==> src/rtl/can_mode_pkg.sv <==
// Shared modes, encodings and timing constants of the CAN transceiver mode logic
package can_mode_pkg;

  // ==========================================================================
  // Modes
  typedef enum logic [1:0] {
    CAN_OFF    = 2'h0,
    CAN_WAKE   = 2'h1,
    CAN_RXONLY = 2'h2,
    CAN_NORMAL = 2'h3
  } can_mode_t;

  typedef enum logic [2:0] {
    SYS_NORMAL   = 3'h0,
    SYS_STOP     = 3'h1,
    SYS_SLEEP    = 3'h2,
    SYS_RESTART  = 3'h3,
    SYS_FAILSAFE = 3'h4
  } sys_mode_t;

  localparam can_mode_t RESET_MODE = CAN_OFF;
  localparam int SYS_MODE_W = 3;
  localparam int CNT_W = 16;

  // ==========================================================================
  // Timing
  localparam int CLK_PERIOD_NS = 100;
  // Least time, rounded up
  localparam int TX_EN_NS = 20000;
  localparam int TX_EN_CYC = (TX_EN_NS + CLK_PERIOD_NS - 1) / CLK_PERIOD_NS;
  // Wake phase bounds: least rounds up, longest rounds down
  localparam int WAKE_MIN_NS = 500;
  localparam int WAKE_MIN_CYC = (WAKE_MIN_NS + CLK_PERIOD_NS - 1) / CLK_PERIOD_NS;
  localparam int WAKE_MAX_NS = 1000000;
  localparam int WAKE_MAX_CYC = WAKE_MAX_NS / CLK_PERIOD_NS;

endpackage : can_mode_pkg

==> src/rtl/pair_buffer.sv <==
// Two-entry valid/ready buffer
`timescale 1ns/1ps
module pair_buffer #(
  parameter int WIDTH = 3,
  parameter int DEPTH = 2
) (
  input wire logic mclk_i,
  input wire logic resetn_i,
  input wire logic in_valid_i,
  output logic in_ready_o,
  input wire logic [WIDTH-1:0] in_data_i,
  output logic out_valid_o,
  input wire logic out_ready_i,
  output logic [WIDTH-1:0] out_data_o
);
  if (DEPTH != 2 || WIDTH < 1) begin : g_bad_param
    $error("pair_buffer supports DEPTH 2 and WIDTH of at least 1");
  end

  logic [WIDTH-1:0] mem_q [DEPTH];
  logic wr_q;
  logic rd_q;
  logic [1:0] count_q;
  logic push;
  logic pop;

  assign in_ready_o = (count_q != 2'h2);
  assign out_valid_o = (count_q != 2'h0);
  assign push = in_valid_i && in_ready_o;
  assign pop = out_valid_o && out_ready_i;
  // Read data straight from the entry register
  assign out_data_o = mem_q[rd_q];

  always_ff @(posedge mclk_i) begin
    if (push) begin
      mem_q[wr_q] <= in_data_i;
    end
  end

  always_ff @(posedge mclk_i or negedge resetn_i) begin
    if (!resetn_i) begin
      wr_q <= 1'b0;
      rd_q <= 1'b0;
      count_q <= 2'h0;
    end else begin
      if (push) begin
        wr_q <= ~wr_q;
      end
      if (pop) begin
        rd_q <= ~rd_q;
      end
      count_q <= count_q + {1'b0, push} - {1'b0, pop};
    end
  end
endmodule : pair_buffer

==> src/rtl/wake_detector.sv <==
// Bus wake pattern detector: dominant, recessive, dominant phases
`timescale 1ns/1ps
module wake_detector #(
  parameter int MIN_CYC = can_mode_pkg::WAKE_MIN_CYC,
  parameter int MAX_CYC = can_mode_pkg::WAKE_MAX_CYC
) (
  input wire logic mclk_i,
  input wire logic resetn_i,
  input wire logic enable_i,
  input wire logic bus_dom_i,
  output logic wake_o
);
  if (MIN_CYC < 1 || MAX_CYC >= 65536 || MIN_CYC >= MAX_CYC) begin : g_bad_param
    $error("wake_detector needs 1 <= MIN_CYC < MAX_CYC < 65536");
  end

  typedef enum logic [1:0] {
    W_IDLE = 2'h0,
    W_DOM1 = 2'h1,
    W_REC  = 2'h2,
    W_DOM2 = 2'h3
  } wake_st_t;

  localparam logic [can_mode_pkg::CNT_W-1:0] MIN_V = can_mode_pkg::CNT_W'(MIN_CYC);
  localparam logic [can_mode_pkg::CNT_W-1:0] MAX_V = can_mode_pkg::CNT_W'(MAX_CYC);

  wake_st_t st_q;
  logic [can_mode_pkg::CNT_W-1:0] cnt_q;

  // A phase that ends too short or runs too long restarts the search
  always_ff @(posedge mclk_i or negedge resetn_i) begin
    if (!resetn_i) begin
      st_q <= W_IDLE;
      cnt_q <= '0;
      wake_o <= 1'b0;
    end else begin
      wake_o <= 1'b0;
      cnt_q <= cnt_q + 1'b1;
      if (!enable_i) begin
        st_q <= W_IDLE;
        cnt_q <= '0;
      end else begin
        unique case (st_q)
          W_IDLE: begin
            cnt_q <= '0;
            if (bus_dom_i) begin
              st_q <= W_DOM1;
            end
          end
          W_DOM1: begin
            if (!bus_dom_i) begin
              cnt_q <= '0;
              st_q <= (cnt_q >= MIN_V) ? W_REC : W_IDLE;
            end else if (cnt_q >= MAX_V) begin
              st_q <= W_IDLE;
            end
          end
          W_REC: begin
            if (bus_dom_i) begin
              cnt_q <= '0;
              st_q <= (cnt_q >= MIN_V) ? W_DOM2 : W_DOM1;
            end else if (cnt_q >= MAX_V) begin
              st_q <= W_IDLE;
            end
          end
          W_DOM2: begin
            if (!bus_dom_i) begin
              st_q <= W_IDLE;
            end else if (cnt_q >= MIN_V) begin
              wake_o <= 1'b1;
              st_q <= W_IDLE;
            end
          end
        endcase
      end
    end
  end
endmodule : wake_detector

==> src/rtl/can_mode_ctrl.sv <==
// CAN transceiver mode control with transmit gating and wake handling
//
// Behaviour
// - Start in off mode after power up
// - Off mode selectable in every system mode except fail-safe
// - Off mode ignores all bus wake activity
// - Normal mode entered only by a command
// - Normal mode only in system normal mode
// - Transmitter held off for enable interval
// - Low present at interval end not driven
// - Driver follows transmit input in normal
// - Receiver drives receive output, low dominant
// - Paths carry streams up to 5 Mbaud
// - Flexible data rate traffic tolerated
// - Separate receive-only mode provided
// - Wake pattern in wake mode raises event
// - Wake mode set before sleep entry; code never sets it, sleep drops normal and receive-only to off
// - Receive-only disables driver, keeps reception
// - Receive output low after wake until change
// - Mode reads wake encoding after wake
// - Fail-safe forces wake-capable mode
`timescale 1ns/1ps
module can_mode_ctrl #(
  parameter int TX_EN_CYCLES = can_mode_pkg::TX_EN_CYC,
  parameter int WAKE_MIN_CYCLES = can_mode_pkg::WAKE_MIN_CYC,
  parameter int WAKE_MAX_CYCLES = can_mode_pkg::WAKE_MAX_CYC
) (
  input wire logic mclk_i,
  input wire logic resetn_i,
  input wire logic [can_mode_pkg::SYS_MODE_W-1:0] sys_mode_i,
  input wire logic mode_req_valid_i,
  input wire logic [1:0] mode_req_i,
  input wire logic can_transmit_input_i,
  input wire logic bus_recessive_i,
  output logic [1:0] mode_o,
  output logic mode_pending_o,
  output logic tx_open_o,
  output logic driver_dominant_o,
  output logic can_receive_output_o,
  output logic woken_o,
  output logic wake_valid_o,
  input wire logic wake_ready_i,
  output logic [can_mode_pkg::SYS_MODE_W-1:0] wake_sys_mode_o
);
  // ==========================================================================
  // Parameter checks
  if (TX_EN_CYCLES < 1 || TX_EN_CYCLES >= 65536) begin : g_bad_tx_en
    $error("TX_EN_CYCLES must lie in 1..65535");
  end
  if (WAKE_MIN_CYCLES < 1 || WAKE_MAX_CYCLES >= 65536 ||
      WAKE_MIN_CYCLES >= WAKE_MAX_CYCLES) begin : g_bad_wake
    $error("Wake bounds must satisfy 1 <= min < max < 65536");
  end

  localparam logic [can_mode_pkg::CNT_W-1:0] TX_EN_MAX =
    can_mode_pkg::CNT_W'(TX_EN_CYCLES);

  // ==========================================================================
  // Declarations
  can_mode_pkg::can_mode_t mode_q;
  can_mode_pkg::can_mode_t mode_prev_q;
  can_mode_pkg::can_mode_t req_q;
  can_mode_pkg::sys_mode_t sys_prev_q;
  can_mode_pkg::sys_mode_t sys_mode;
  can_mode_pkg::can_mode_t req_mode;
  logic req_pend_q;
  logic tx_meta_q;
  logic tx_sync_q;
  logic rx_meta_q;
  logic rx_sync_q;
  logic [can_mode_pkg::CNT_W-1:0] en_cnt_q;
  logic tx_open;
  logic armed_q;
  logic drive_q;
  logic rx_out_q;
  logic woken_q;
  logic evt_pend_q;
  logic [can_mode_pkg::SYS_MODE_W-1:0] evt_data_q;
  logic evt_ready;
  logic wake_hit;
  logic detect_en;
  logic mode_chg;
  logic rearm;

  assign sys_mode = can_mode_pkg::sys_mode_t'(sys_mode_i);
  assign req_mode = can_mode_pkg::can_mode_t'(mode_req_i);

  function automatic logic mode_allowed(input can_mode_pkg::can_mode_t m,
                                        input can_mode_pkg::sys_mode_t s);
    logic ok;
    ok = 1'b0;
    unique case (m)
      can_mode_pkg::CAN_OFF: ok = 1'b1;
      can_mode_pkg::CAN_WAKE: ok = 1'b1;
      can_mode_pkg::CAN_RXONLY: ok = (s == can_mode_pkg::SYS_NORMAL) ||
                                     (s == can_mode_pkg::SYS_STOP);
      can_mode_pkg::CAN_NORMAL: ok = (s == can_mode_pkg::SYS_NORMAL);
    endcase
    return ok;
  endfunction : mode_allowed

  // ==========================================================================
  // Pin synchronisers
  // two cycles of latency, 200 ns at this clock, as long as a whole 200 ns bit
  always_ff @(posedge mclk_i or negedge resetn_i) begin
    if (!resetn_i) begin
      tx_meta_q <= 1'b1;
      tx_sync_q <= 1'b1;
      rx_meta_q <= 1'b1;
      rx_sync_q <= 1'b1;
    end else begin
      tx_meta_q <= can_transmit_input_i;
      tx_sync_q <= tx_meta_q;
      rx_meta_q <= bus_recessive_i;
      rx_sync_q <= rx_meta_q;
    end
  end

  // ==========================================================================
  // Mode selection
  // off after reset
  always_ff @(posedge mclk_i or negedge resetn_i) begin
    if (!resetn_i) begin
      mode_q <= can_mode_pkg::RESET_MODE;
      req_q <= can_mode_pkg::RESET_MODE;
      req_pend_q <= 1'b0;
    end else begin
      if (sys_mode == can_mode_pkg::SYS_FAILSAFE) begin
        mode_q <= can_mode_pkg::CAN_WAKE;
        req_pend_q <= 1'b0;
      end else if (mode_req_valid_i) begin
        if (mode_allowed(req_mode, sys_mode)) begin
          mode_q <= req_mode;
          req_pend_q <= 1'b0;
        end else begin
          req_q <= req_mode;
          req_pend_q <= 1'b1;
          if (!mode_allowed(mode_q, sys_mode)) begin
            mode_q <= can_mode_pkg::CAN_OFF;
          end
        end
      end else if (req_pend_q && mode_allowed(req_q, sys_mode)) begin
        mode_q <= req_q;
        req_pend_q <= 1'b0;
      end else if (!mode_allowed(mode_q, sys_mode)) begin
        // a mode the system mode no longer allows falls back to off
        mode_q <= can_mode_pkg::CAN_OFF;
      end
    end
  end

  always_ff @(posedge mclk_i or negedge resetn_i) begin
    if (!resetn_i) begin
      mode_prev_q <= can_mode_pkg::RESET_MODE;
      sys_prev_q <= can_mode_pkg::SYS_NORMAL;
    end else begin
      mode_prev_q <= mode_q;
      sys_prev_q <= sys_mode;
    end
  end

  assign mode_chg = (mode_q != mode_prev_q);
  // Wake ability comes back when entering stop or fail-safe
  assign rearm = (sys_mode != sys_prev_q) &&
                 ((sys_mode == can_mode_pkg::SYS_STOP) ||
                  (sys_mode == can_mode_pkg::SYS_FAILSAFE));

  // ==========================================================================
  // Enabling interval and transmit gating
  // restart on every normal entry
  always_ff @(posedge mclk_i or negedge resetn_i) begin
    if (!resetn_i) begin
      en_cnt_q <= '0;
    end else if (mode_q != can_mode_pkg::CAN_NORMAL) begin
      en_cnt_q <= '0;
    end else if (en_cnt_q != TX_EN_MAX) begin
      en_cnt_q <= en_cnt_q + 1'b1;
    end
  end

  // open only once the interval is over
  assign tx_open = (mode_q == can_mode_pkg::CAN_NORMAL) && (en_cnt_q == TX_EN_MAX);

  // arm on a recessive input after the interval
  // an early low only passes after it returns high
  always_ff @(posedge mclk_i or negedge resetn_i) begin
    if (!resetn_i) begin
      armed_q <= 1'b0;
    end else if (!tx_open) begin
      armed_q <= 1'b0;
    end else if (tx_sync_q) begin
      armed_q <= 1'b1;
    end
  end

  always_ff @(posedge mclk_i or negedge resetn_i) begin
    if (!resetn_i) begin
      drive_q <= 1'b0;
    end else begin
      drive_q <= (mode_q == can_mode_pkg::CAN_NORMAL) && armed_q && !tx_sync_q;
    end
  end

  // ==========================================================================
  // Wake detection
  // detector idle outside wake mode
  assign detect_en = (mode_q == can_mode_pkg::CAN_WAKE) && !woken_q;

  wake_detector #(
    .MIN_CYC(WAKE_MIN_CYCLES),
    .MAX_CYC(WAKE_MAX_CYCLES)
  ) u_wake (
    .mclk_i(mclk_i),
    .resetn_i(resetn_i),
    .enable_i(detect_en),
    .bus_dom_i(!rx_sync_q),
    .wake_o(wake_hit)
  );

  // wake latched, set wins over clear
  always_ff @(posedge mclk_i or negedge resetn_i) begin
    if (!resetn_i) begin
      woken_q <= 1'b0;
    end else if (wake_hit && detect_en) begin
      woken_q <= 1'b1;
    end else if (mode_chg || rearm) begin
      woken_q <= 1'b0;
    end
  end

  // Event waits here until the buffer takes it; a new wake while it waits overwrites it
  always_ff @(posedge mclk_i or negedge resetn_i) begin
    if (!resetn_i) begin
      evt_pend_q <= 1'b0;
      evt_data_q <= '0;
    end else if (wake_hit && detect_en) begin
      evt_pend_q <= 1'b1;
      evt_data_q <= sys_mode_i;
    end else if (evt_ready) begin
      evt_pend_q <= 1'b0;
    end
  end

  pair_buffer #(
    .WIDTH(can_mode_pkg::SYS_MODE_W),
    .DEPTH(2)
  ) u_evt_buf (
    .mclk_i(mclk_i),
    .resetn_i(resetn_i),
    .in_valid_i(evt_pend_q),
    .in_ready_o(evt_ready),
    .in_data_i(evt_data_q),
    .out_valid_o(wake_valid_o),
    .out_ready_i(wake_ready_i),
    .out_data_o(wake_sys_mode_o)
  );

  // ==========================================================================
  // Receive output
  // level copied bit by bit, any frame format
  always_ff @(posedge mclk_i or negedge resetn_i) begin
    if (!resetn_i) begin
      rx_out_q <= 1'b1;
    end else if (woken_q) begin
      rx_out_q <= 1'b0;
    end else if ((mode_q == can_mode_pkg::CAN_NORMAL) ||
                 (mode_q == can_mode_pkg::CAN_RXONLY)) begin
      rx_out_q <= rx_sync_q;
    end else begin
      rx_out_q <= 1'b1;
    end
  end

  assign mode_o = mode_q;
  assign mode_pending_o = req_pend_q;
  assign tx_open_o = tx_open;
  assign driver_dominant_o = drive_q;
  assign can_receive_output_o = rx_out_q;
  assign woken_o = woken_q;
endmodule : can_mode_ctrl

==> config.mk <==
export PLATFORM = sky130hd
export DESIGN_NAME = can_mode_ctrl
export DESIGN_NICKNAME = d
export VERILOG_FILES = /design/src/rtl/can_mode_pkg.sv /design/src/rtl/pair_buffer.sv /design/src/rtl/wake_detector.sv /design/src/rtl/can_mode_ctrl.sv
export SDC_FILE = /design/constraint.sdc
export NUM_CORES = 1
export LEC_CHECK = 0
export ABC_AREA = 1
export BUFFER_PORTS_ARGS = -buffer_cell sky130_fd_sc_hd__buf_2
export CORE_MARGIN = 1
export CORE_UTILIZATION = 58
export CTS_BUF_LIST = sky130_fd_sc_hd__clkbuf_4 sky130_fd_sc_hd__clkbuf_8 sky130_fd_sc_hd__clkbuf_16
export DETAILED_ROUTE_END_ITERATION = 6
export GPL_TIMING_DRIVEN = 0
export HOLD_SLACK_MARGIN = 0.08
export PLACE_DENSITY = 0.78
export SLEW_MARGIN = 5
export SYNTH_ARGS = -nofsm -noshare
export SYNTH_HDL_FRONTEND = slang
export SYNTH_SLANG_ARGS = --single-unit
==> constraint.sdc <==
create_clock -name mclk_i -period 3.1 [get_ports mclk_i]
set_input_delay 0.155 -clock mclk_i [delete_from_list [all_inputs] [get_ports mclk_i]]
set_output_delay 0.155 -clock mclk_i [all_outputs]
set_load 0.05 [all_outputs]
; Word level (Yosys, flattened, before mapping)
; Memories as Yosys holds them, arrays and structs flattened.
; Index checks and enable logic that the tools add are counted.
[totals]
register_bits = 61
ramBits = 6
in_bits = 11
memories = 1
[classes]
add_sub_neg = 4
magnitude_cmp = 2
n_eq_ne = 25
muxes = 53
bitwise_logic = 4
n_reduce_logical = 31
[memory_table]
columns = memory, words, word_bits, rd, rd_ports_with_merged_regs, write_ports, line_no
row1 = u_evt_buf.mem_q, 2, 3, 1, 0, 1, pair_buffer.sv:20  ; logic [WIDTH-1:0] mem_q [DEPTH];
[op_table]
columns = cell, n
row1 = 16-bit 2-to-1 mux, 5
row2 = 16-bit one-hot mux with 3 select lines, 1
row3 = 16-bit by 1-bit adder with 16-bit output (second input constant), 2
row4 = 2-bit 2-to-1 mux, 15
row5 = 1-bit 2-to-1 mux, 28
row6 = 16-bit by 8-bit == test with 1-bit output (second input constant), 1
row7 = 2-bit == test (second input constant), 8
row8 = 16-bit by 14-bit >= comparator with 1-bit output (second input constant), 1
row9 = 16-bit by 3-bit >= comparator with 1-bit output (second input constant), 1
row10 = 16-bit by 8-bit inequality test with 1-bit output (second input constant), 1
row11 = 4-bit by 3-bit inequality test with 1-bit output (second input constant), 3
row12 = 1-bit logical AND, 9
row13 = 1-bit one-hot mux with 3 select lines, 3
row14 = 2-bit by 1-bit == test with 1-bit output (second input constant), 4
row15 = 2-bit logical NOT, 4
row16 = 2-bit one-hot mux with 4 select lines, 1
row17 = 2-bit nonzero test, 4
row18 = 2-bit OR reduction, 3
row19 = 1-bit logical OR, 4
row20 = 2-bit inequality test (second input constant), 2
row21 = 1-bit inverter, 4
row22 = 2-bit AND reduction, 2
row23 = 3-bit by 1-bit == test with 1-bit output (second input constant), 1
row24 = 3-bit == test (second input constant), 1
row25 = 10 further kinds, 11

; Depth between registers and ports, before layout
; Gate-level depths: netlist of the first run.
[depth]
word_depth = 13
depth_mapped = 10

; Modules after synthesis
; From an unflattened synthesis of the first run, not the netlist that was laid out.
[hier_totals]
hier_cells = 433
hier_area_um2 = 3457.1
[modules_own_cells]
columns = mod, instances, cells_each, area_each_um2
row1 = can_mode_ctrl, 1, 237, 1899.3
row2 = wake_detector, 1, 149, 1102.3
row3 = pair_buffer, 1, 47, 455.4

; Worst setup path after synthesis of the first run
; OpenSTA, ideal clock, no wires.
[synth_path]
path_type = register -> register
from = register mode_q[1], in the netlist mode_o[1]
to = register armed_q
setup_time_ns = 0.067
arrival_ns = 1.937
required_time_ns = 3.033
slack_ns = 1.096
path_stages_with_launch = 4
path_cell_list = dfrtp_1 nand2_1 nor2_1 o21a_1
[synth_via]
elab_chain_len = 3
word_cells_on_any_way = 4
cone_classes = eq/ne (2) / mux (1) / reduce/logical (1)
[synth_lines]
columns = element, line_no
row1 = "start, declared", can_mode_ctrl.sv:60  ; can_mode_pkg::can_mode_t mode_q;
row2 = "start signal, assigned", can_mode_ctrl.sv:124  ; mode_q <= can_mode_pkg::RESET_MODE;
row3 = "start signal, assigned", can_mode_ctrl.sv:129  ; mode_q <= can_mode_pkg::CAN_WAKE;
row4 = "start signal, assigned", can_mode_ctrl.sv:133  ; mode_q <= req_mode;
row5 = 2-bit == test (*), can_mode_ctrl.sv:182  ; assign tx_open = (mode_q == can_mode_pkg::CAN_NORMAL) && (en_cnt_q == TX_EN_MAX);
row6 = 1-bit logical AND (*), can_mode_ctrl.sv:182
row7 = named net tx_open_o, can_mode_ctrl.sv:37  ; output logic tx_open_o,
row8 = 2-bit by 1-bit inequality test with 1-bit output (no source line) or 1-bit 2-to-1 mux (tied branches), n/a
row9 = "end signal, assigned", can_mode_ctrl.sv:188  ; armed_q <= 1'b0;
row10 = "end signal, assigned", can_mode_ctrl.sv:190  ; armed_q <= 1'b0;
row11 = "end signal, assigned", can_mode_ctrl.sv:192  ; armed_q <= 1'b1;
row12 = "end, declared", can_mode_ctrl.sv:73  ; logic armed_q;
; Mark *: on every way through the listed nets, which the timed path passes. The rest lies on a longest branch.
; A chain may end at the register's enable or synchronous reset.

; Worst setup path after layout of the first run
[layout_path]
from = register en_cnt_q[0] (netlist bit)
to = output tx_open_o
[layout_via]
elab_chain_len = 2
[layout_lines]
columns = element, line_no
row1 = "start, declared", can_mode_ctrl.sv:71  ; logic [can_mode_pkg::CNT_W-1:0] en_cnt_q;
row2 = "start signal, assigned", can_mode_ctrl.sv:177  ; en_cnt_q <= en_cnt_q + 1'b1;
row3 = 16-bit by 8-bit == test with 1-bit output, can_mode_ctrl.sv:182
row4 = 1-bit logical AND, can_mode_ctrl.sv:182
row5 = "end, declared", can_mode_ctrl.sv:37
; No other way between the ends.

==> out/summary.md, run 1 <==
The run finished with clean final reports. The run gives 67 as the CTS sink count. Detailed routing inserted a total of 2660 vias. In the routed design, unresolved DRC markers number 0. The tools report the number of placed I/O pins as 22. Combinational logic burns 12.4% of the power.

The number of cells on the worst reg-to-reg path was 9. The hold-fix buffer count after cts came out at 6. Of all flip-flops after synthesis, the portion carrying an async set or reset was 91.0%.

In this run, flip-flops and latches consume 51.8% of the power. After detailed routing, the average wire length per cell comes to 12.3 um. The cell area that synthesis handed to floorplanning was 3390 sq um.

The number of slew-limit violations in the final report came out at 0. The number of enable flip-flop cells after synthesis was 6; the worst ir drop on vdd was 0.382 mV. The startpoint of the most critical setup path was en_cnt_q[0]. Setup violations remaining at the end of the flow were counted as 0.

In this run the critical register-to-register path is launched from u_evt_buf.count_q[1]. The die footprint came out at 6150 sq um. The maximum count of clock buffers along a single path is 2, and the length of the first detailed-routing pass in iterations is 4.

The critical path ends at tx_open_o. The run gives 455 as the net total in the final layout. Yosys printed 0 warnings. The number of clock buffers added by TritonCTS is 9. After clock tree synthesis, the clock-pin slew on the worst setup and hold paths is 70 ps. The later pin in the worst-skew pair is clocked with a latency of 330 ps.

The run gives 68.7% as the end-of-flow core utilization. Of all nets on the critical path, the largest fanout is 4. In this run, the number of DRC markers left after iteration 0 of detailed routing was 143. After routing, the total negative slack on setup checks comes to 0 ps. The relative area change from synthesis to final layout works out to 13.0%. Dividing the detail-routed via count by the number of cells gives 5.19.

Setup repair after global routing left no endpoint under its margin. The run gives 417 as the net count of the mapped netlist. Net switching is 26.9% of the power. In this run the vertical extent of the chip is 78.4 um.

The arrival time reported for the critical path endpoint is 1710 ps, and the fraction of layout cells with a size suffix above 1 is 17.7%. The setup path with the least slack is of type reg2out. After clock tree synthesis, the setup repair step added 0 buffers. In the synthesized netlist the dominant register cell turns out to be sky130_fd_sc_hd__dfrtp_1.

The reported net switching power is 500 uW, and the final worst-path cycle share is 60.0%. The routability congestion estimate was 0.870; the number of buffer cells added on primary ports was 21. The power per standard cell area was 485 nW/um^2; the data required time at the worst endpoint was 2940 ps.

Cell internal power was estimated by the tool at 1.36 mW. The tools report the final hold violation count as 0. For the post-detailed-placement half-perimeter wirelength, the log shows 4460 um. The run gives 1460 ps as the reg-to-reg setup timing slack. The max-capacitance violation count was 0; the number of nets with antenna violations after routing was 0. The post-layout minimum cycle time was 1860 ps; the maximum level of the CTS H-tree was 3. Clock tree synthesis selected as its root buffer the cell sky130_fd_sc_hd__clkbuf_8. The worst setup path is launched from a flip-flop. The highest achievable clock rate came out at 0.538 GHz. Counting flops and latches in the post-synthesis netlist gives 67. Headroom to the max-slew limit came out at 49.2%. The leakage power summed over all cells is 1.95 nW. The min-delay analysis places its worst path in the category in2reg. The first global-routing pass estimated 11100 um of wire. The die outline width was 78.4 um; the slew at the pin with the worst max-slew slack was 762 ps.

0 antenna diodes ended up in the layout. The number of cells produced by synthesis was 398. The row count was 27.

TritonCTS built the clock tree. The largest net degree at the start of global routing was 62; the number of global-route vias before repair was 2556. The worst hold path was traced through 3 stages.

On the final layout, the worst clock skew is 6.76 ps. The tools report the count of different cell masters after synthesis as 38. The worst register-to-register path ends at u_evt_buf.count_q[1].

The initial antenna violation count was 0. The per-instance average area after synthesis was 8.51 sq um. Of the total power, the clock network draws 35.9%. After floorplanning, the core was sized to cover 5570 sq um. The run gives 6290 um as the routed wire length. For this configuration, the core starts out at a cell density of 60.8%.

Once the clock tree was built, the resizer swapped 0 gates to a different size. For this run, the register share of the synthesized area comes to 50.6%. STA classifies the critical path endpoint as an output port. The run gives 0 as the aggregate global routing overflow.

Global routing used 23.5% of the available tracks.
==> critical path: stages, from the launching register on <==
cell and delay (ps):
sky130_fd_sc_hd__dfrtp_1 420, sky130_fd_sc_hd__inv_1 90, sky130_fd_sc_hd__ha_1 170, sky130_fd_sc_hd__nand3_1 80, sky130_fd_sc_hd__nor2_1 100, sky130_fd_sc_hd__nand4_1 90, sky130_fd_sc_hd__nor2_1 130, sky130_fd_sc_hd__buf_2 280
==> per-layer routing <==
metal | vias to the layer above | track usage (%) | part of all wire, %
met5 | - | 0 | 0
met4 | 0 | 12.6 | 1.7
met3 | 9 | 3.72 | 2.8
met2 | 42 | 38.9 | 48
met1 | 1244 | 29.8 | 47
li1 | 1365 | - | -
==> power groups by stage <==
stage	clock network [mW]	registers, mW	logic (mW)
final	0.666	0.961	0.229
after global routing	0.714	0.966	0.262
after CTS	0.689	0.961	0.234
after detailed placement	0	0.977	0.227
after global placement	0	0.974	0.213
after floorplan	0	0.989	0.140
==> worst min path at each step <==
stage,slack (ps),from,end
2_1_floorplan,-140,resetn_i,armed_q
6_report,140,wake_ready_i,u_evt_buf.rd_q
3_3_place_gp,260,can_transmit_input_i,tx_meta_q
4_1_cts,130,wake_ready_i,u_evt_buf.rd_q
3_5_place_dp,260,can_transmit_input_i,tx_meta_q
5_1_grt,130,wake_ready_i,u_evt_buf.rd_q
==> final cells by class <==
cell class	count	area (sq um)
well taps	72	90.1
plain buffers	2	12.5
clock inverters	2	10.0
clock buffers	14	174
multi-input cells	268	1430
inverters	61	234
repair buffers	27	168
fillers	456	1740
flip-flops and latches	67	1710
==> flip-flops by register name (all words and copies together), names as in the netlist, 2 cells and up <==
| name | flops |
|---|---|
| req_q | 2 |
| en_cnt_q | 16 |
| mode_prev_q | 2 |
| u_evt_buf.count_q | 2 |
| u_wake.st_q | 2 |
| evt_data_q | 3 |
| mode_o | 2 |
| u_evt_buf.mem_q | 6 |
| sys_prev_q | 3 |
| u_wake.cnt_q | 16 |
==> metrics by stage <==
step / area (sq um) / instances / hold slack [ps] / power [mW] / setup slack (ps)
after global routing: 3830 / 513 / 128 / 1.94 / 1080
after floorplan: 3390 / 398 / -141 / 1.13 / 1100
after CTS: 3830 / 513 / 129 / 1.88 / 1210
after detailed placement: 3590 / 491 / 263 / 1.20 / 1450
after global placement: 3580 / 491 / 260 / 1.19 / 1570
final: 3830 / 513 / 140 / 1.86 / 1240
==> cell usage in the layout, fill, tap and decap left out, drive strengths merged, types with 2 or more instances in the layout <==
cell         synthesis  routed
or2                  2       2
a21boi               2       2
dfrtp               56      56
clkbuf               0      14
clkinv               1       3
dlygate4sd3          0       6
xnor2                2       2
dfstp                5       5
nor2                55      55
buf                  2      23
ha                   8       8
nand3               32      32
a21oi               20      20
xor2                 5       5
nand2               87      87
o21a                 2       2
nand4                7       7
edfxtp               6       6
nor3                15      15
inv                 60      60
o21ai               24      24
==> synthesized netlist by cell type, types with 2 or more instances <==
cell type,number,share of area (%)
sky130_fd_sc_hd__nand4_1,7,1.3
sky130_fd_sc_hd__dfstp_2,5,3.9
sky130_fd_sc_hd__nor2_4,2,0.66
sky130_fd_sc_hd__nor3_1,12,1.8
sky130_fd_sc_hd__ha_1,8,3.0
sky130_fd_sc_hd__xnor2_1,2,0.52
sky130_fd_sc_hd__inv_2,8,0.89
sky130_fd_sc_hd__or2_2,2,0.37
sky130_fd_sc_hd__a21boi_0,2,0.44
sky130_fd_sc_hd__nand2_1,82,9.1
sky130_fd_sc_hd__a21oi_1,20,3.0
sky130_fd_sc_hd__nand3_2,5,1.5
sky130_fd_sc_hd__edfxtp_1,6,5.3
sky130_fd_sc_hd__nor2_1,48,5.3
sky130_fd_sc_hd__nor3_2,2,0.59
sky130_fd_sc_hd__o21a_1,2,0.44
sky130_fd_sc_hd__o21ai_0,16,2.4
sky130_fd_sc_hd__inv_1,52,5.8
sky130_fd_sc_hd__nand3_1,26,3.8
sky130_fd_sc_hd__o21ai_1,8,1.2
sky130_fd_sc_hd__dfrtp_1,56,41
sky130_fd_sc_hd__xor2_1,5,1.3
sky130_fd_sc_hd__nor2_2,4,0.74
sky130_fd_sc_hd__nand2_4,2,0.66
sky130_fd_sc_hd__nand2_2,3,0.55
==> cells by family after synthesis <==
family          share of synthesized area, %
compound gates                          8.72
xor+xnor                                1.81
fa+ha+maj                               2.95
buf+inv                                 7.27
flops                                   50.6
simple gates                            28.7
Note: power is estimated with default switching activity, not from simulation.
==> inputs of run 2 (changes only) <==
Settings changed: CORE_UTILIZATION 58 to 54, PLACE_DENSITY 0.78 to 0.76.
Clock period 3.1 ns to 1.6 ns, I/O delays scaled along.
==> out/summary.md, run 2 (synthesis gave the netlist of run 1 again) <==
The run finished, with violations left. The final reports fail on negative setup slack. The placed instances occupy a cell area of 3610 sq um.

The repair_antennas step left the layout with diodes totalling 0. The data required time at the worst endpoint is 1520 ps, and the net total in the final layout is 471. Entering global routing, the biggest net connects 62 pins. The startpoint identified for the worst register-to-register timing path is u_evt_buf.count_q[1]. In this run the number of H-tree levels came out at 3.

Wires add up to 6820 um. The die covers 6600 sq um. The final hold violation count was 0; the number of nets with antenna violations after routing was 0. Summing all non-filler instances in the final layout gives an area of 4090 sq um.

IR analysis of the VDD net gives a maximum drop of 0.936 mV. Worst setup path category: reg2out. The via total after detailed routing was 2749. The tool flagged a number of max-cap violations equal to 0. The run gives 2544 as the number of global-route vias before repair.

Compared with the post-synthesis result, the final layout area differs by 20.7%. Leaving out filler cells and counting taps, the final layout contains 532. For the highest achievable clock rate, the log shows 0.601 GHz.

Power spread over the standard cell area amounts to 948 nW/um^2. The worst setup path is launched from a flip-flop. Total setup violations reported at the end of the flow: 1. The post-detailed-placement half-perimeter wirelength is 4520 um.

The clock network accounts for 37.0% of the total power. The analysis attributes to cell leakage a power of 2.04 nW. The number of vias per cell is 5.17, and the fraction of layout cells with a size suffix above 1 is 24.5%. Routability-driven placement finished with a final weighted congestion of 0.854.

In this run the deepest clock path goes through 2 buffers. The wire length of the first global-routing pass came out at 11100 um. The arrival time reported for the critical path endpoint was 1580 ps. The floorplan has 28 rows.

The initial antenna violation count came out at 0. Cell internal power was estimated by the tool at 2.81 mW. The most common library cell in the layout ignoring fill and taps is sky130_fd_sc_hd__nand2_1. The largest registers in the layout are en_cnt_q (16), u_wake.cnt_q (16), u_evt_buf.mem_q (6).

TritonCTS built the clock tree. The logic gate share of total power was 15.1%; the number of buffer cells added on primary ports was 21. For this configuration, the core starts out at a cell density of 56.6%. For the pin with the worst max-slew slack, the measured transition is 770 ps. In this run the register-to-register setup slack is 80 ps. Capturing element type of the critical path: an output port.

Worst min-delay path category: in2reg. The clock net in this run drives a total of 67 sinks. The tools report the length of the first detailed-routing pass in iterations as 4. The largest stage delay on the critical path works out to 400 ps. The worst setup margin was -63.8 ps; the final setup skew was 10.6 ps. 22 I/O pins were placed. Setup repair after global routing could not meet its margin everywhere.

TritonCTS created 9 clock buffers. The reported net switching power was 1.06 mW; the setup TNS was -63.8 ps. The dominant delay contributor by cell family on the critical path was simple AND/OR/NAND/NOR gates. The startpoint identified for the worst hold timing path is mode_req_i[1]. The number of buffers and inverters on the critical path is 2. The logs give 5990 sq um for the total core area and 48.0% for the sequential group share of total power.

The die outline width was 81.2 um. Dividing the detail-routed wire length by the instance count gives 12.8 um. The root buffer cell chosen for the clock tree is sky130_fd_sc_hd__clkbuf_8. The detailed router finished its first iteration with 195 violations. The die outline height was 81.2 um; the number of slew-limit violations in the final report was 0. Net switching is 27.5% of the power. The later pin in the worst-skew pair is clocked with a latency of 340 ps.

The critical path starts at en_cnt_q[0]. In the routed design, unresolved DRC markers number 0. The critical path goes through inv_2 -> ha_4 -> nand3_2 -> nor2_1 -> nand4_1 -> nor2_4 -> buf_8. Maximum fanout count along the critical path: 2. Global-route usage over all layers: 22.5%. The power consumption is 3.88 mW. The run gives 494 as the post-placement cell count. The aggregate global routing overflow is 0. The standard cell with the maximum stage delay on the critical path was sky130_fd_sc_hd__dfrtp_1. The top cell types in the final layout, fill and taps aside, are 78 x sky130_fd_sc_hd__nand2_1, 54 x sky130_fd_sc_hd__dfrtp_1, 46 x sky130_fd_sc_hd__inv_1, 46 x sky130_fd_sc_hd__nor2_1, 25 x sky130_fd_sc_hd__nand3_1. The post-layout minimum cycle time was 1660 ps; the worst slew margin relative to its limit was 48.7%. After layout, the worst path uses 104% of the clock period. The clock-pin slew of the registers on the worst-case setup and hold paths works out to 70 ps.
-- run 2: cell types whose count changed in the layout (fill, tap and decap cells not counted), sizes merged --
cell / delta
bufinv: +1
buf: +13
dlygate4sd3: +3
clkbuf: -2
clkinvlp: +1
-- run 2: layout make-up --
class                   instances  area [sq um]
repair buffers                 43           309
multi-input cells             268          1520
well taps                      75          93.8
flip-flops and latches         67          1720
clock buffers                  12           153
fillers                       471          1900
inverters                      61           238
clock inverters                 4          50.0
plain buffers                   2          12.5
-- run 2: worst paths after layout --
path                                             end  depth (start not counted)
min in group asynchronous       u_evt_buf.count_q[0]                          2
worst min-delay path                       mode_o[1]                          5
max in group asynchronous                  mode_o[1]                          2
worst max register to register  u_evt_buf.count_q[1]                          9
worst min register to register             rx_sync_q                          0
worst max-delay path                       tx_open_o                          7
-- run 2: stage by stage --
stage,util (%),setup WS [ps],hold slack [ps]
floorplan,-,11.6,-216
global placement,60.2,72.5,185
detailed placement,60.2,10.4,193
CTS,66.4,-87.4,84.0
global route,68.3,-141,103
finish,68.3,-63.8,103
-- run 2: layer usage --
layer / GRT usage [%] / part of all wire (%)
met1: 28.8 / 46
met2: 36.3 / 48
met3: 4.27 / 3.5
met4: 11.8 / 2.2
met5: 0 / 0
-- run 2: what timing repair did --
item                                    CTS  global route
endpoints found under the hold margin    67             0
endpoints found under the setup margin    2             7
setup buffers                             6             7
hold buffers                              9             0
resized for setup                        10            16
pin swaps                                 4            10
-- run 2: power groups by stage --
stage,Combinational [mW],Clock (mW),Sequential (mW)
2_1_floorplan,0.296,0,1.92
4_1_cts,0.501,1.47,1.86
6_report,0.584,1.43,1.86
3_3_place_gp,0.440,0,1.89
5_1_grt,0.651,1.53,1.87
3_5_place_dp,0.461,0,1.90
-- run 2: tightest hold or removal path, cell delays in order --
cell and delay, ps:
sky130_fd_sc_hd__buf_2 110, sky130_fd_sc_hd__o2111ai_1 60, sky130_fd_sc_hd__nand2_1 50, sky130_fd_sc_hd__nand2_1 60, sky130_fd_sc_hd__nand2_1 50
==> inputs of run 3 (changes only) <==
Settings changed: CORE_UTILIZATION 54 to 51, MAX_ROUTING_LAYER set to met4, PLACE_DENSITY 0.76 to 0.73, REMOVE_ABC_BUFFERS set to 1.
==> out/summary.md, run 3 (synthesis gave the netlist of run 1 again) <==
For the setup TNS, the log shows -39.7 ps. Max-capacitance violation count: 0. The worst register-to-register path ends at u_wake.st_q[1]. The first TritonRoute pass finished after 4 iterations.

The initial cell density of the core is 53.1%, and the die footprint is 6970 sq um. Clock tree synthesis selected as its root buffer the cell sky130_fd_sc_hd__clkbuf_8. The floorplan step defined a core boundary enclosing 6390 sq um. From synthesis to final layout, the design area changed by 19.7%. The maximum count of clock buffers along a single path is 2. STA classifies the critical path startpoint as a flip-flop. Largest stage delay on the critical path: 400 ps.

The floorplan step set the die height to 83.5 um. The reg-to-reg setup timing slack is 80 ps. For this run, design rule violations remaining after detail routing come to 0. The worst hold path passes through 5 cells.

Counting cells, the worst reg-to-reg path comes to 10. Of the cells placed in the final design, the portion with a size suffix greater than 1 is 22.6%. By startpoint and endpoint, the worst setup path is classified as reg2out. Prior to clock tree synthesis, the placed netlist has a worst setup slack of 23.3 ps. The library cell used most frequently in the layout, excluding fill and tap cells, is sky130_fd_sc_hd__nand2_1. Final worst-path cycle share: 102%. TritonCTS built the clock tree. The run gives 4060 sq um as the post-route cell area. The floorplan step set the die width to 83.5 um. The tools report the capturing element type of the critical path as an output port. The CTS sink count was 67. The slew at the pin with the worst max-slew slack was 763 ps; the arrival time reported for the critical path endpoint was 1560 ps. Overall power consumption after layout is estimated at 3.90 mW. The flow ran to the end, but the final reports show violations. The leakage power summed over all cells was 2.03 nW; the number of inserted diodes was 0. The final layout contains routed wiring with a total length of 6260 um. The worst path needs 1640 ps of the cycle, external delays included. The run gives 521 as the filler cell count. Standard cell with the maximum stage delay on the critical path: sky130_fd_sc_hd__dfrtp_1.

Post-detailed-placement half-perimeter wirelength: 4240 um. In the final layout, the registers with the most flip-flops are en_cnt_q (16), u_wake.cnt_q (16), u_evt_buf.mem_q (6). The number of nets with antenna violations after routing is 0. The power per standard cell area is 963 nW/um^2. The worst setup margin is -39.7 ps. Clock-pin slew was measured on the worst setup and hold paths at 70 ps. Walking the worst path, the cells encountered are inv_2 -> ha_4 -> nand3_2 -> nor2_1 -> nand4_1 -> nor2_2 -> buf_6.

Entering global routing, the biggest net connects 62 pins. The routed layout has 2683 vias. The tools report the startpoint of the lowest-slack register-to-register path as u_wake.cnt_q[1]. For hold timing, the worst endpoint is mode_o[1]. Hold timing on the final database bottoms out at a slack of 111 ps.

The final reports fail on negative setup slack. Setup repair after global routing could not meet its margin everywhere. The tools report the number of slew-limit violations in the final report as 0. The net count of the finished layout is 466. The tools report the row count as 29. In the routed layout, each cell is associated on average with a via count of 5.07. The final hold violation count was 0; the wire length of the first global-routing pass was 11300 um. For the highest achievable clock rate, the log shows 0.610 GHz.

The tools report the initial antenna violation count as 0. The H-tree was split into 3 levels. Global routing used 20.9% of the available tracks. The average wire length per cell after detail routing was 11.8 um.

The logs give 1520 ps for the data required time at the worst endpoint and 160 for the count of routing violations after the opening detailed-route iteration. The worst-case IR drop observed on VDD is 0.729 mV. Routability congestion estimate: 0.864.

In the layout the commonest cells are 80 x sky130_fd_sc_hd__nand2_1, 55 x sky130_fd_sc_hd__dfrtp_1, 47 x sky130_fd_sc_hd__inv_1, 47 x sky130_fd_sc_hd__nor2_1, 24 x sky130_fd_sc_hd__nand3_1. The path class of the tightest hold or removal check is in2reg. The post-placement cell area came out at 3580 sq um.

The total setup violations reported at the end of the flow is 1, and the CTS buffer count is 9. The aggregate global routing overflow was 0; the number of buffer cells added on primary ports was 21. The final setup skew was 7.79 ps; the clock network latency to the later pin of the worst-skew pair was 340 ps. The start point of the worst hold path is mode_req_i[1]. Number of placed I/O pins: 22. Of all nets on the critical path, the largest fanout is 2. In this run the tightest slew margin relative to its limit is 49.2%.

The tools report the number of global-route vias before repair as 2587.
-- run 3: cell types whose count changed in the layout (fill, tap and decap cells not counted), moves of 2 or more --
cell / delta
sky130_fd_sc_hd__nand2_1: +2
sky130_fd_sc_hd__clkbuf_4: -2
sky130_fd_sc_hd__buf_4: -3
sky130_fd_sc_hd__nand2_2: -2
-- run 3: repair_timing --
item / in CTS / in global routing
endpoints found under the hold margin: 68 / 0
setup buffers: 7 / 3
pin swaps: 4 / 8
gates resized for setup: 9 / 15
hold buffers: 9 / 0
setup endpoints to repair: 1 / 10
-- run 3: area by class of cell --
class / instances / area, sq um / share of cell area [%]
timing repair buffer: 40 / 279 / 6.88
sequential: 67 / 1710 / 42.3
inverter: 61 / 234 / 5.77
multi-input combinational: 268 / 1510 / 37.2
tap: 77 / 96.3 / 2.38
clock buffer: 11 / 163 / 4.01
clock inverter: 5 / 58.8 / 1.45
-- run 3: worst max-delay path, delay by kind of cell (launching register included) --
family,cells,cell delay (ps)
and+or+nand+nor,4,420
DFF,1,400
adders and majority gates,1,130
buffers and inverters,2,270
-- run 3: how the worst max path moves through the flow --
stage / slack (ps) / cells past startpoint / startpoint / end
final: -40 / 7 / en_cnt_q[1] / tx_open_o
after global routing: -140 / 7 / en_cnt_q[1] / tx_open_o
after CTS: -60 / 7 / en_cnt_q[1] / tx_open_o
after detailed placement: 20 / 9 / u_evt_buf.count_q[1] / u_evt_buf.count_q[1]
after global placement: 50 / 9 / u_evt_buf.count_q[1] / u_evt_buf.count_q[1]
after floorplan: -400 / 3 / mode_o[1] / armed_q
-- run 3: layer usage --
layer	global-route usage, %	up-vias	wire length [um]
met5	-	-	0
met4	9.24	0	55
met3	4.15	4	169
met2	30.9	42	2890
met1	28.2	1255	3140
li1	-	1382	-
-- run 3: report_power, final --
group / internal [mW] / switching, mW / total [mW]
Combinational: 0.199 / 0.339 / 0.538
Clock: 0.856 / 0.651 / 1.51
Sequential: 1.80 / 0.0627 / 1.86
Total: 2.85 / 1.05 / 3.90
-- run 3: per-stage QoR --
step	instances	utilization, %
2_1_floorplan	396	-
3_3_place_gp	494	56.0
3_5_place_dp	494	56.1
4_1_cts	526	62.2
5_1_grt	529	63.5
6_report	529	63.5
